### config.mk
export PLATFORM = sky130hd
export DESIGN_NAME = liu_irq_global_ctrl
export DESIGN_NICKNAME = d
export VERILOG_FILES = /design/src/hw/liu_irq_pkg.sv /design/src/hw/liu_event_channel.sv /design/src/hw/liu_irq_global_ctrl.sv
export SDC_FILE = /design/constraint.sdc
export NUM_CORES = 1
export LEC_CHECK = 0
export BUFFER_PORTS_ARGS = -buffer_cell sky130_fd_sc_hd__buf_2
export CAP_MARGIN = 25
export CELL_PAD_IN_SITES_DETAIL_PLACEMENT = 1
export CELL_PAD_IN_SITES_GLOBAL_PLACEMENT = 1
export CORE_MARGIN = 5
export CORE_UTILIZATION = 48
export CTS_BUF_LIST = sky130_fd_sc_hd__clkbuf_4 sky130_fd_sc_hd__clkbuf_8 sky130_fd_sc_hd__clkbuf_16
export DETAILED_ROUTE_END_ITERATION = 10
export GPL_ROUTABILITY_DRIVEN = 1
export PLACE_DENSITY_LB_ADDON = 0.08
export SLEW_MARGIN = 0
export SYNTH_ARGS = -nofsm -noshare
export SYNTH_HDL_FRONTEND = slang
export SYNTH_SLANG_ARGS = --single-unit
### constraint.sdc
create_clock -name i_sys_clk -period 2.1 [get_ports i_sys_clk]
set_clock_uncertainty 0.2 [all_clocks]
set_input_delay 0.42 -clock i_sys_clk [delete_from_list [all_inputs] [get_ports i_sys_clk]]
set_output_delay 0.42 -clock i_sys_clk [all_outputs]
set_load 0.01 [all_outputs]
### src/hw/liu_irq_pkg.sv
package liu_irq_pkg;

    // ------------------------------------------------------------
    // Global register offsets
    // ------------------------------------------------------------
    localparam logic [7:0] OFF_CHIP_REVISION = 8'h00;
    localparam logic [7:0] OFF_SOFT_RESET_TRIGGER = 8'h20;
    localparam logic [7:0] OFF_GLOBAL_CONFIG_A = 8'h40;
    localparam logic [7:0] OFF_GLOBAL_CONFIG_B = 8'h60;
    localparam logic [7:0] OFF_CHANNEL_IRQ_SUMMARY = 8'h80;
    localparam logic [7:0] OFF_RESERVED_A = 8'hA0;
    localparam logic [7:0] OFF_RESERVED_B = 8'hC0;
    localparam logic [7:0] OFF_RESERVED_C = 8'hE0;

    // ------------------------------------------------------------
    // Per-channel register offsets (within one channel's window)
    // ------------------------------------------------------------
    localparam logic [5:0] OFF_EVENT_ENABLE_A = 6'h11;
    localparam logic [5:0] OFF_EVENT_ENABLE_B = 6'h12;
    localparam logic [5:0] OFF_EDGE_SELECT = 6'h13;
    localparam logic [5:0] OFF_LINE_CONDITION_A = 6'h14;
    localparam logic [5:0] OFF_LINE_CONDITION_B = 6'h15;
    localparam logic [5:0] OFF_EVENT_LATCH_A = 6'h16;
    localparam logic [5:0] OFF_EVENT_LATCH_B = 6'h17;
    localparam int CHAN_SEL_LSB = 6;
    localparam int GLOBAL_SEL_BITS = 5;

    // ------------------------------------------------------------
    // Field positions
    // ------------------------------------------------------------
    localparam int GCA_IRQ_PIN_LSB = 0;
    localparam int GCA_IRQ_PIN_MSB = 1;
    localparam int GCA_GLOBAL_IRQ_MASK = 2;
    localparam int GCA_BROADCAST = 3;
    localparam int GCA_LINE_STANDARD_SELECT = 4;
    localparam int GCA_WIDTH = 5;
    localparam int GCB_MONITOR_LSB = 4;
    localparam int GCB_MONITOR_WIDTH = 4;
    localparam int LCB_REMOTE_LOOP = 5;
    localparam int LIVE_EVENTS = 7;
    localparam int PULSE_EVENTS = 8;

    // Interrupt pin drive modes
    localparam logic [1:0] IRQ_PP_LOW = 2'h1;
    localparam logic [1:0] IRQ_PP_HIGH = 2'h2;

    // ------------------------------------------------------------
    // Reset values
    // ------------------------------------------------------------
    localparam logic [GCA_WIDTH-1:0] GCA_RESET = 5'h04;
    localparam logic [GCB_MONITOR_WIDTH-1:0] GCB_RESET = 4'h0;
    localparam logic [7:0] EVENT_ENABLE_RESET = 8'hFF;
    localparam logic [7:0] EDGE_SELECT_RESET = 8'h00;
    // Arbitrary revision value
    localparam logic [7:0] CHIP_REVISION_DEFAULT = 8'h5A;

    // ------------------------------------------------------------
    // Timing
    // ------------------------------------------------------------
    localparam int CLK_FREQ_MHZ = 40;
    localparam int SOFT_RESET_TIME_NS = 1000;
    localparam int HW_RESET_MIN_NS = 100;
    localparam int SOFT_RESET_CYCLES = (SOFT_RESET_TIME_NS * CLK_FREQ_MHZ) / 1000;
    localparam int HW_RESET_MIN_CYCLES = (HW_RESET_MIN_NS * CLK_FREQ_MHZ + 999) / 1000;
    localparam int RST_CNT_W = $clog2(SOFT_RESET_CYCLES + 1);
    localparam logic [RST_CNT_W-1:0] RST_CNT_LOAD = RST_CNT_W'(SOFT_RESET_CYCLES - 1);

endpackage

### src/hw/liu_event_channel.sv
`timescale 1ns/1ps
`default_nettype none

module liu_event_channel
    import liu_irq_pkg::*;
(
    input wire logic i_sys_clk,
    input wire logic i_reset_n,
    input wire logic i_clear,
    input wire logic [LIVE_EVENTS-1:0] i_line_state,
    input wire logic i_remote_loop_state,
    input wire logic [PULSE_EVENTS-1:0] i_event_pulse,
    input wire logic i_wr_enable_a,
    input wire logic i_wr_enable_b,
    input wire logic i_wr_edge_select,
    input wire logic [7:0] i_wr_data,
    input wire logic i_rd_latch_a,
    input wire logic i_rd_latch_b,
    output logic [7:0] o_event_enable_a,
    output logic [7:0] o_event_enable_b,
    output logic [7:0] o_edge_select,
    output logic [7:0] o_line_condition_a,
    output logic [7:0] o_line_condition_b,
    output logic [7:0] o_event_latch_a,
    output logic [7:0] o_event_latch_b,
    output logic o_channel_pending_flag
);

    typedef struct packed {
        logic [7:0] enable_a;
        logic [7:0] enable_b;
        logic [7:0] edge_sel;
        logic [LIVE_EVENTS-1:0] live;
        logic remote;
        logic [LIVE_EVENTS-1:0] latch_a;
        logic [PULSE_EVENTS-1:0] latch_b;
        logic flag;
    } chan_s;

    chan_s state_reg;
    chan_s state_next;
    logic [LIVE_EVENTS-1:0] rise;
    logic [LIVE_EVENTS-1:0] either;
    logic [LIVE_EVENTS-1:0] set_a;
    logic [PULSE_EVENTS-1:0] set_b;

    // ------------------------------------------------------------
    // Event capture
    // ------------------------------------------------------------
    always_comb begin
        state_next = state_reg;
        rise = i_line_state & ~state_reg.live;
        either = i_line_state ^ state_reg.live;
        set_a = (either & state_reg.edge_sel[LIVE_EVENTS-1:0])
            | (rise & ~state_reg.edge_sel[LIVE_EVENTS-1:0]);
        set_b = i_event_pulse;
        state_next.live = i_line_state;
        state_next.remote = i_remote_loop_state;
        // Set wins over read-clear
        state_next.latch_a = (state_reg.latch_a & ~{LIVE_EVENTS{i_rd_latch_a}}) | set_a;
        state_next.latch_b = (state_reg.latch_b & ~{PULSE_EVENTS{i_rd_latch_b}}) | set_b;
        state_next.flag = (state_reg.flag & ~(i_rd_latch_a | i_rd_latch_b))
            | (|(set_a & ~state_reg.enable_a[LIVE_EVENTS-1:0]))
            | (|(set_b & ~state_reg.enable_b));
        if (i_wr_enable_a) begin
            state_next.enable_a = i_wr_data;
        end
        if (i_wr_enable_b) begin
            state_next.enable_b = i_wr_data;
        end
        if (i_wr_edge_select) begin
            state_next.edge_sel = i_wr_data;
        end
        if (i_clear) begin
            state_next = '0;
            state_next.enable_a = EVENT_ENABLE_RESET;
            state_next.enable_b = EVENT_ENABLE_RESET;
            state_next.edge_sel = EDGE_SELECT_RESET;
        end
    end

    always_ff @(posedge i_sys_clk or negedge i_reset_n) begin
        if (!i_reset_n) begin
            state_reg <= '0;
            state_reg.enable_a <= EVENT_ENABLE_RESET;
            state_reg.enable_b <= EVENT_ENABLE_RESET;
            state_reg.edge_sel <= EDGE_SELECT_RESET;
        end else begin
            state_reg <= state_next;
        end
    end

    assign o_event_enable_a = state_reg.enable_a;
    assign o_event_enable_b = state_reg.enable_b;
    assign o_edge_select = state_reg.edge_sel;
    assign o_line_condition_a = {1'b0, state_reg.live};
    assign o_line_condition_b = 8'(state_reg.remote) << LCB_REMOTE_LOOP;
    assign o_event_latch_a = {1'b0, state_reg.latch_a};
    assign o_event_latch_b = state_reg.latch_b;
    assign o_channel_pending_flag = state_reg.flag;

endmodule

`default_nettype wire

### src/hw/liu_irq_global_ctrl.sv
// Overview of operation
// - Config 00: interrupt pin is open-drain, active low.
// - Config 01: interrupt pin push-pull, low means pending.
// - Config 10: interrupt pin push-pull, high means pending.
// - Global mask bit blocks all interrupt signalling; zero lets it through.
// - Read-only summary register flags channels one to four at bits 0,2,4,6.
// - Each event latched in its own bit, each gated by its own mask bit.
// - Edge select bit picks which live-status transition sets the latch.
// - Reading a channel's event latch clears its summary flag.
// - Interrupt goes inactive once every channel has been acknowledged or the global mask bit is set.
// - Fifteen event kinds; seven have live, latch, edge and mask bits.
// - Eight pulse events have latch and mask only.
// - Any write to soft reset register resets the chip within 1 us.
// - Hardware reset held low at least 100 ns resets the chip.
// - After reset drivers are high impedance and registers take defaults.
// - Global writes affect all channels; local writes only their channel.
// - Broadcast bit set: local writes go to every channel.
// - Global map: revision 00, reset 20, config 40/60, summary 80, reserved.
// - Reading an event latch register clears its latched bits.
`timescale 1ns/1ps
`default_nettype none

module liu_irq_global_ctrl
    import liu_irq_pkg::*;
#(
    parameter int NCH = 4,
    parameter logic [7:0] CHIP_REVISION = CHIP_REVISION_DEFAULT
)
(
    input wire logic i_sys_clk,
    input wire logic i_reset_n,
    input wire logic [7:0] i_addr,
    input wire logic [7:0] i_wr_data,
    input wire logic i_wr_en,
    input wire logic i_rd_en,
    input wire logic [NCH-1:0][LIVE_EVENTS-1:0] i_line_state,
    input wire logic [NCH-1:0] i_remote_loop_state,
    input wire logic [NCH-1:0][PULSE_EVENTS-1:0] i_event_pulse,
    output logic [7:0] o_rd_data,
    output logic o_rd_valid,
    output logic o_irq_out,
    output logic o_irq_oe,
    output logic o_chip_reset,
    output logic o_driver_hiz,
    output logic o_line_standard_select,
    output logic [GCB_MONITOR_WIDTH-1:0] o_monitor_select
);

    typedef struct packed {
        logic [7:0] rd_data;
        logic rd_valid;
        logic [GCA_WIDTH-1:0] cfg_a;
        logic [GCB_MONITOR_WIDTH-1:0] cfg_b;
        logic [RST_CNT_W-1:0] rst_cnt;
        logic chip_reset;
        logic irq_out;
        logic irq_oe;
    } glob_s;

    glob_s state_reg;
    glob_s state_next;

    logic is_global;
    logic [1:0] chan_sel;
    logic [5:0] local_off;
    logic [NCH-1:0] wr_hit;
    logic [NCH-1:0] rd_a_hit;
    logic [NCH-1:0] rd_b_hit;
    logic [NCH-1:0] pending;
    logic [NCH-1:0][7:0] en_a;
    logic [NCH-1:0][7:0] en_b;
    logic [NCH-1:0][7:0] edge_sel;
    logic [NCH-1:0][7:0] cond_a;
    logic [NCH-1:0][7:0] cond_b;
    logic [NCH-1:0][7:0] latch_a;
    logic [NCH-1:0][7:0] latch_b;
    logic [7:0] summary;
    logic irq_active;
    logic [7:0] local_rd;

    // ------------------------------------------------------------
    // Address decode
    // ------------------------------------------------------------
    assign is_global = (i_addr[GLOBAL_SEL_BITS-1:0] == '0);
    assign chan_sel = i_addr[7:CHAN_SEL_LSB];
    assign local_off = i_addr[5:0];

    // ------------------------------------------------------------
    // Channels
    // ------------------------------------------------------------
    genvar c;
    generate
        for (c = 0; c < NCH; c = c + 1) begin : g_chan
            assign wr_hit[c] = i_wr_en & ~is_global & ~state_reg.chip_reset
                & (state_reg.cfg_a[GCA_BROADCAST] | (chan_sel == 2'(c)));
            assign rd_a_hit[c] = i_rd_en & ~is_global & ~state_reg.chip_reset
                & (chan_sel == 2'(c)) & (local_off == OFF_EVENT_LATCH_A);
            assign rd_b_hit[c] = i_rd_en & ~is_global & ~state_reg.chip_reset
                & (chan_sel == 2'(c)) & (local_off == OFF_EVENT_LATCH_B);
            // Summary flag for channel c sits at bit 2c
            assign summary[2*c] = pending[c];
            assign summary[2*c+1] = 1'b0;

            liu_event_channel u_chan (
                .i_sys_clk(i_sys_clk),
                .i_reset_n(i_reset_n),
                .i_clear(state_reg.chip_reset),
                .i_line_state(i_line_state[c]),
                .i_remote_loop_state(i_remote_loop_state[c]),
                .i_event_pulse(i_event_pulse[c]),
                .i_wr_enable_a(wr_hit[c] & (local_off == OFF_EVENT_ENABLE_A)),
                .i_wr_enable_b(wr_hit[c] & (local_off == OFF_EVENT_ENABLE_B)),
                .i_wr_edge_select(wr_hit[c] & (local_off == OFF_EDGE_SELECT)),
                .i_wr_data(i_wr_data),
                .i_rd_latch_a(rd_a_hit[c]),
                .i_rd_latch_b(rd_b_hit[c]),
                .o_event_enable_a(en_a[c]),
                .o_event_enable_b(en_b[c]),
                .o_edge_select(edge_sel[c]),
                .o_line_condition_a(cond_a[c]),
                .o_line_condition_b(cond_b[c]),
                .o_event_latch_a(latch_a[c]),
                .o_event_latch_b(latch_b[c]),
                .o_channel_pending_flag(pending[c])
            );
        end
    endgenerate

    // ------------------------------------------------------------
    // Local read mux
    // ------------------------------------------------------------
    always_comb begin
        local_rd = 8'h00;
        if (int'(chan_sel) < NCH) begin
            case (local_off)
                OFF_EVENT_ENABLE_A: local_rd = en_a[chan_sel];
                OFF_EVENT_ENABLE_B: local_rd = en_b[chan_sel];
                OFF_EDGE_SELECT: local_rd = edge_sel[chan_sel];
                OFF_LINE_CONDITION_A: local_rd = cond_a[chan_sel];
                OFF_LINE_CONDITION_B: local_rd = cond_b[chan_sel];
                OFF_EVENT_LATCH_A: local_rd = latch_a[chan_sel];
                OFF_EVENT_LATCH_B: local_rd = latch_b[chan_sel];
                default: local_rd = 8'h00;
            endcase
        end
    end

    // Interrupt goes inactive once no channel flag remains or the global mask bit is set
    assign irq_active = (|summary) & ~state_reg.cfg_a[GCA_GLOBAL_IRQ_MASK];

    // ------------------------------------------------------------
    // Global registers, reset sequencing, interrupt pin
    // ------------------------------------------------------------
    always_comb begin
        state_next = state_reg;
        state_next.rd_valid = 1'b0;
        state_next.rd_data = 8'h00;
        if (state_reg.rst_cnt != '0) begin
            state_next.rst_cnt = state_reg.rst_cnt - 1'b1;
        end
        state_next.chip_reset = (state_reg.rst_cnt != '0);
        if (i_rd_en && !state_reg.chip_reset) begin
            state_next.rd_valid = 1'b1;
            if (is_global) begin
                case (i_addr)
                    OFF_CHIP_REVISION: state_next.rd_data = CHIP_REVISION;
                    OFF_GLOBAL_CONFIG_A: state_next.rd_data = 8'(state_reg.cfg_a);
                    OFF_GLOBAL_CONFIG_B:
                        state_next.rd_data = 8'(state_reg.cfg_b) << GCB_MONITOR_LSB;
                    OFF_CHANNEL_IRQ_SUMMARY: state_next.rd_data = summary;
                    default: state_next.rd_data = 8'h00;
                endcase
            end else begin
                state_next.rd_data = local_rd;
            end
        end
        if (i_wr_en && is_global && !state_reg.chip_reset) begin
            case (i_addr)
                OFF_SOFT_RESET_TRIGGER: state_next.rst_cnt = RST_CNT_LOAD;
                OFF_GLOBAL_CONFIG_A: state_next.cfg_a = i_wr_data[GCA_WIDTH-1:0];
                OFF_GLOBAL_CONFIG_B:
                    state_next.cfg_b = i_wr_data[GCB_MONITOR_LSB +: GCB_MONITOR_WIDTH];
                default: state_next.cfg_a = state_reg.cfg_a;
            endcase
        end
        // Interrupt pin drive
        // Mode 10 checked first so push-pull high is reachable
        if (state_reg.cfg_a[GCA_IRQ_PIN_MSB:GCA_IRQ_PIN_LSB] == IRQ_PP_HIGH) begin
            state_next.irq_out = irq_active;
            state_next.irq_oe = 1'b1;
        end else if (!state_reg.cfg_a[GCA_IRQ_PIN_LSB]) begin
            state_next.irq_out = 1'b0;
            state_next.irq_oe = irq_active;
        end else begin
            state_next.irq_out = ~irq_active;
            state_next.irq_oe = 1'b1;
        end
        if (state_reg.chip_reset) begin
            state_next.cfg_a = GCA_RESET;
            state_next.cfg_b = GCB_RESET;
            state_next.irq_out = 1'b0;
            state_next.irq_oe = 1'b0;
        end
    end

    // Async reset covers the hardware pin; release is followed by a
    // full sequenced chip reset of the same length as a soft reset
    always_ff @(posedge i_sys_clk or negedge i_reset_n) begin
        if (!i_reset_n) begin
            state_reg.rd_data <= 8'h00;
            state_reg.rd_valid <= 1'b0;
            state_reg.cfg_a <= GCA_RESET;
            state_reg.cfg_b <= GCB_RESET;
            state_reg.rst_cnt <= RST_CNT_LOAD;
            state_reg.chip_reset <= 1'b1;
            state_reg.irq_out <= 1'b0;
            state_reg.irq_oe <= 1'b0;
        end else begin
            state_reg <= state_next;
        end
    end

    assign o_rd_data = state_reg.rd_data;
    assign o_rd_valid = state_reg.rd_valid;
    assign o_irq_out = state_reg.irq_out;
    assign o_irq_oe = state_reg.irq_oe;
    assign o_chip_reset = state_reg.chip_reset;
    assign o_driver_hiz = state_reg.chip_reset;
    assign o_line_standard_select = state_reg.cfg_a[GCA_LINE_STANDARD_SELECT];
    assign o_monitor_select = state_reg.cfg_b;

endmodule

`default_nettype wire

==> results_dict.tcl <==
set metrics [dict create \
    power_w 0.0109 \
    insertion_delay_ps 550 \
    critPathSlowestCell "dlygate4sd3_1" \
    cts_sinks 219 \
    syn_to_final_growth_pct 28.7 \
    grt_start_max_net_pins 66 \
    slew_viol_final 0 \
    clk_pin_slew_ps 60 \
    routed.top_layer "met4" \
    combPwrFrac_pct 16.4 \
    postSynthAreaPerCell_um2 10.5 \
    htreeDepth 1 \
    crit_path_end_kind "register" \
    fin_cells 1663 \
    drcViolationCount 0 \
    min_from "i_event_pulse[15]" \
    cp.arrival_ps 2340 \
    met2_length_um 21100 \
    synth_area_leaders "dfrtp_1 (32%), dfstp_2 (16%), mux4_2 (9.0%)" \
    reg2regPathDepth 8 \
    ys_async_sr_fraction_pct 100 \
    finalNetCount 1436 \
    hold_viol 0 \
    startpoint "i_line_state[8]" \
    pin_count 102 \
    vias 10200 \
    slew_headroom_pct 48.7 \
    yosysTopAreaCell "dfrtp_1" \
    die_w_um 165 \
    holdWs_ps 19.1 \
    fin_crit_sh_pct 98.5 \
    firstDrtPassIters 5 \
    tightestPinTransition_ps 769 \
    post-route-util_pct 62.8 \
    rows 56 \
    seqPwrFrac_pct 43.0 \
    synth_edf_count 0 \
    grt_pass1_vias 11100 \
    placed_cells 1535 \
    grt.overflow.total 0 \
    ys_ff_latch 219 \
    synth.distinct_cells 53 \
    max_cap_violations 0 \
    finalCriticalPeriod_ps 2070 \
    dp_hpwl_um 30600 \
    finalWirelength_um 45000 \
    place_congestion 0.941 \
    antenna_left 0 \
    drtIter0Drc 877 \
    p_clk_share_pct 40.6 \
    cts-root-buf "clkbuf_16" \
    r2r_end "g_chan[2].u_chan.o_event_latch_b[1]" \
    fp.dieArea_um2 27100 \
    grt_util_all_layers_pct 33.3 \
    via_per_inst 6.14 \
    met3_length_um 3730 \
    max_freq_mhz 483 \
    cts_buffer_depth 3 \
    cts_tree "done" \
    die_h_um 165 \
    min_to "g_chan[1].u_chan.o_event_latch_b[7]" \
    timing.setup.critical_path_class "in -> reg" \
    antenna_found_initial 1 \
    p_leak_nw 6.92 \
    startpoint_type "input port" \
    cts_made_buffers 26 \
    critPathTopFamily "compound AO/OA/AOI/OAI gates" \
    synth_commonest_cells "dfrtp_1 (149), nor2_1 (141), a21oi_1 (95), inv_1 (79), nand2_1 (77)" \
    met1Wirelength_um 18200 \
    cp_max_fo 2 \
    p_int_w 0.00785 \
    drive_gt1_share_pct 29.9 \
    reg2reg_from "o_chip_reset" \
    outcome "complete, no violations" \
    critical_path_buf_inv_count 2 \
    portBuffers 101 \
    rrSetupSlack_ps 30 \
    hold_depth 3 \
    yosysWarningCount 0 \
    syn-cell-area_um2 11500 \
    powerDensity_nw_per_um2 739 \
    core_um2 23500 \
    yosysMostFrequentCell "dfrtp_1" \
    ir_drop_v 0.000588 \
    syn_nets 1208 \
    setup_viol 0 \
    crit_chain "dlygate4sd3_1 -> buf_2 -> ha_1 -> a211oi_1 -> a2111oi_0 -> a41oi_1" \
    synth_top_area_share_pct 32.4 \
    yosysSeqAreaShare_pct 48.5 \
    switching_share_pct 28.1 \
    slowest_delay_ps 540 \
    worstPathRequired_ps 2370 \
    synth_cells 1095 \
    wl_per_cell_um 27.0 \
    grt_pass1_wl_um 68000 \
    start_util_pct 48.8 \
    hold_class "in -> reg" \
    switching_power_w 0.00307 \
    ys.flop_type "dfrtp_1" \
]
[placed cells by master, fill, tap and decap left out, types with 3 or more instances in the layout]
master,synthesis,routed
dfrtp_1,149,149
nor2_1,141,141
buf_2,26,99
a21oi_1,95,95
buf_4,16,91
inv_1,79,77
nand2_1,77,76
dfstp_2,70,69
dlygate4sd3_1,0,64
mux2i_1,59,59
o211ai_1,53,53
mux4_2,46,46
nor2b_1,40,40
nand3_1,29,29
ha_1,29,29
clkbuf_16,0,26
buf_12,0,22
a211oi_1,17,16
nand4_1,15,15
nand2b_1,14,14
o22ai_1,11,11
clkbuf_4,0,10
o21ai_0,9,9
o2111ai_1,7,7
nor3_1,7,7
a41oi_1,5,5
a22oi_1,5,5
clkinv_2,0,5
a221oi_1,5,4
clkbuf_8,0,4
and2_1,3,3
a2111oi_2,0,3
and3_1,3,3
o21a_1,3,3
o2111ai_4,3,3
and4b_1,3,3
bufbuf_16,0,3
[power groups by stage]
stage	clock network, W	logic (W)	registers (W)
4_1_cts	0.00448	0.00173	0.00469
3_5_place_dp	0	0.00151	0.00475
6_report	0.00444	0.00179	0.00469
2_1_floorplan	0	0.000889	0.00467
5_1_grt	0.00468	0.00193	0.00472
3_3_place_gp	0	0.00146	0.00474
[tightest hold or removal path: cells and delay by family]
kind | cells | cell delay [ps]
buffers and inverters | 1 | 120
and+or+nand+nor | 1 | 120
AOI/OAI and AO/OA | 1 | 50
[cell type report]
class	count	area, um2
clock inverter	8	62.6
multi-input combinational	713	5240
antenna	1	2.50
timing repair inverter	1	5.00
clock buffer	40	781
tap	319	399
fill	2562	8750
sequential	219	5570
inverter	79	300
timing repair buffer	283	2420
[how the worst max path moves through the flow]
stage | endpoint | slack (ps) | cells after the start
2_1_floorplan | o_rd_data[6] | 20 | 7
3_3_place_gp | g_chan[2].u_chan.o_event_latch_a[2] | -210 | 9
3_5_place_dp | g_chan[2].u_chan.o_event_latch_a[2] | -210 | 9
4_1_cts | g_chan[1].u_chan.o_event_latch_a[2] | -6 | 8
5_1_grt | g_chan[2].u_chan.o_channel_pending_flag | -20 | 8
6_report | g_chan[1].u_chan.o_channel_pending_flag | 30 | 6
[layer usage]
layer / vias to the layer above / track usage [%]
met4: 0 / 11.5
met5: - / 0
met1: 5254 / 44.8
met3: 125 / 6.64
met2: 492 / 54.2
li1: 4342 / -
[stage by stage]
step | setup WS (ps) | TNS (ps) | cell area, um2
after global placement | -208 | -5640 | 13000
after detailed placement | -212 | -9720 | 13000
after global routing | -22.6 | -22.6 | 14800
after floorplan | 18.7 | 0 | 11500
after CTS | -5.56 | -6.18 | 14700
final | 30.8 | 0 | 14800
[what timing repair did]
action	in CTS	in global routing
cloned	3	1
setup endpoints to repair	2	59
resized for setup	3	10
hold buffers	64	0
setup buffers	3	8
endpoints found under the hold margin	222	0
pin swaps	1	0
[cells by family (layout without fill, tap and decap cells)]
| group | count (synthesis) | in the layout | synth area share (%) |
|---|---|---|---|
| AOI/OAI and AO/OA | 230 | 230 | 13.5 |
| other | 0 | 1 | 0 |
| DFF | 219 | 219 | 48.5 |
| adders and majority gates | 29 | 29 | 3.16 |
| and+or+nand+nor | 345 | 345 | 14.1 |
| xor gates and xnor gates | 2 | 2 | 0.152 |
| buffers and inverters | 163 | 411 | 6.20 |
| muxes | 107 | 107 | 14.4 |
Power figures use the tool's default switching activity.
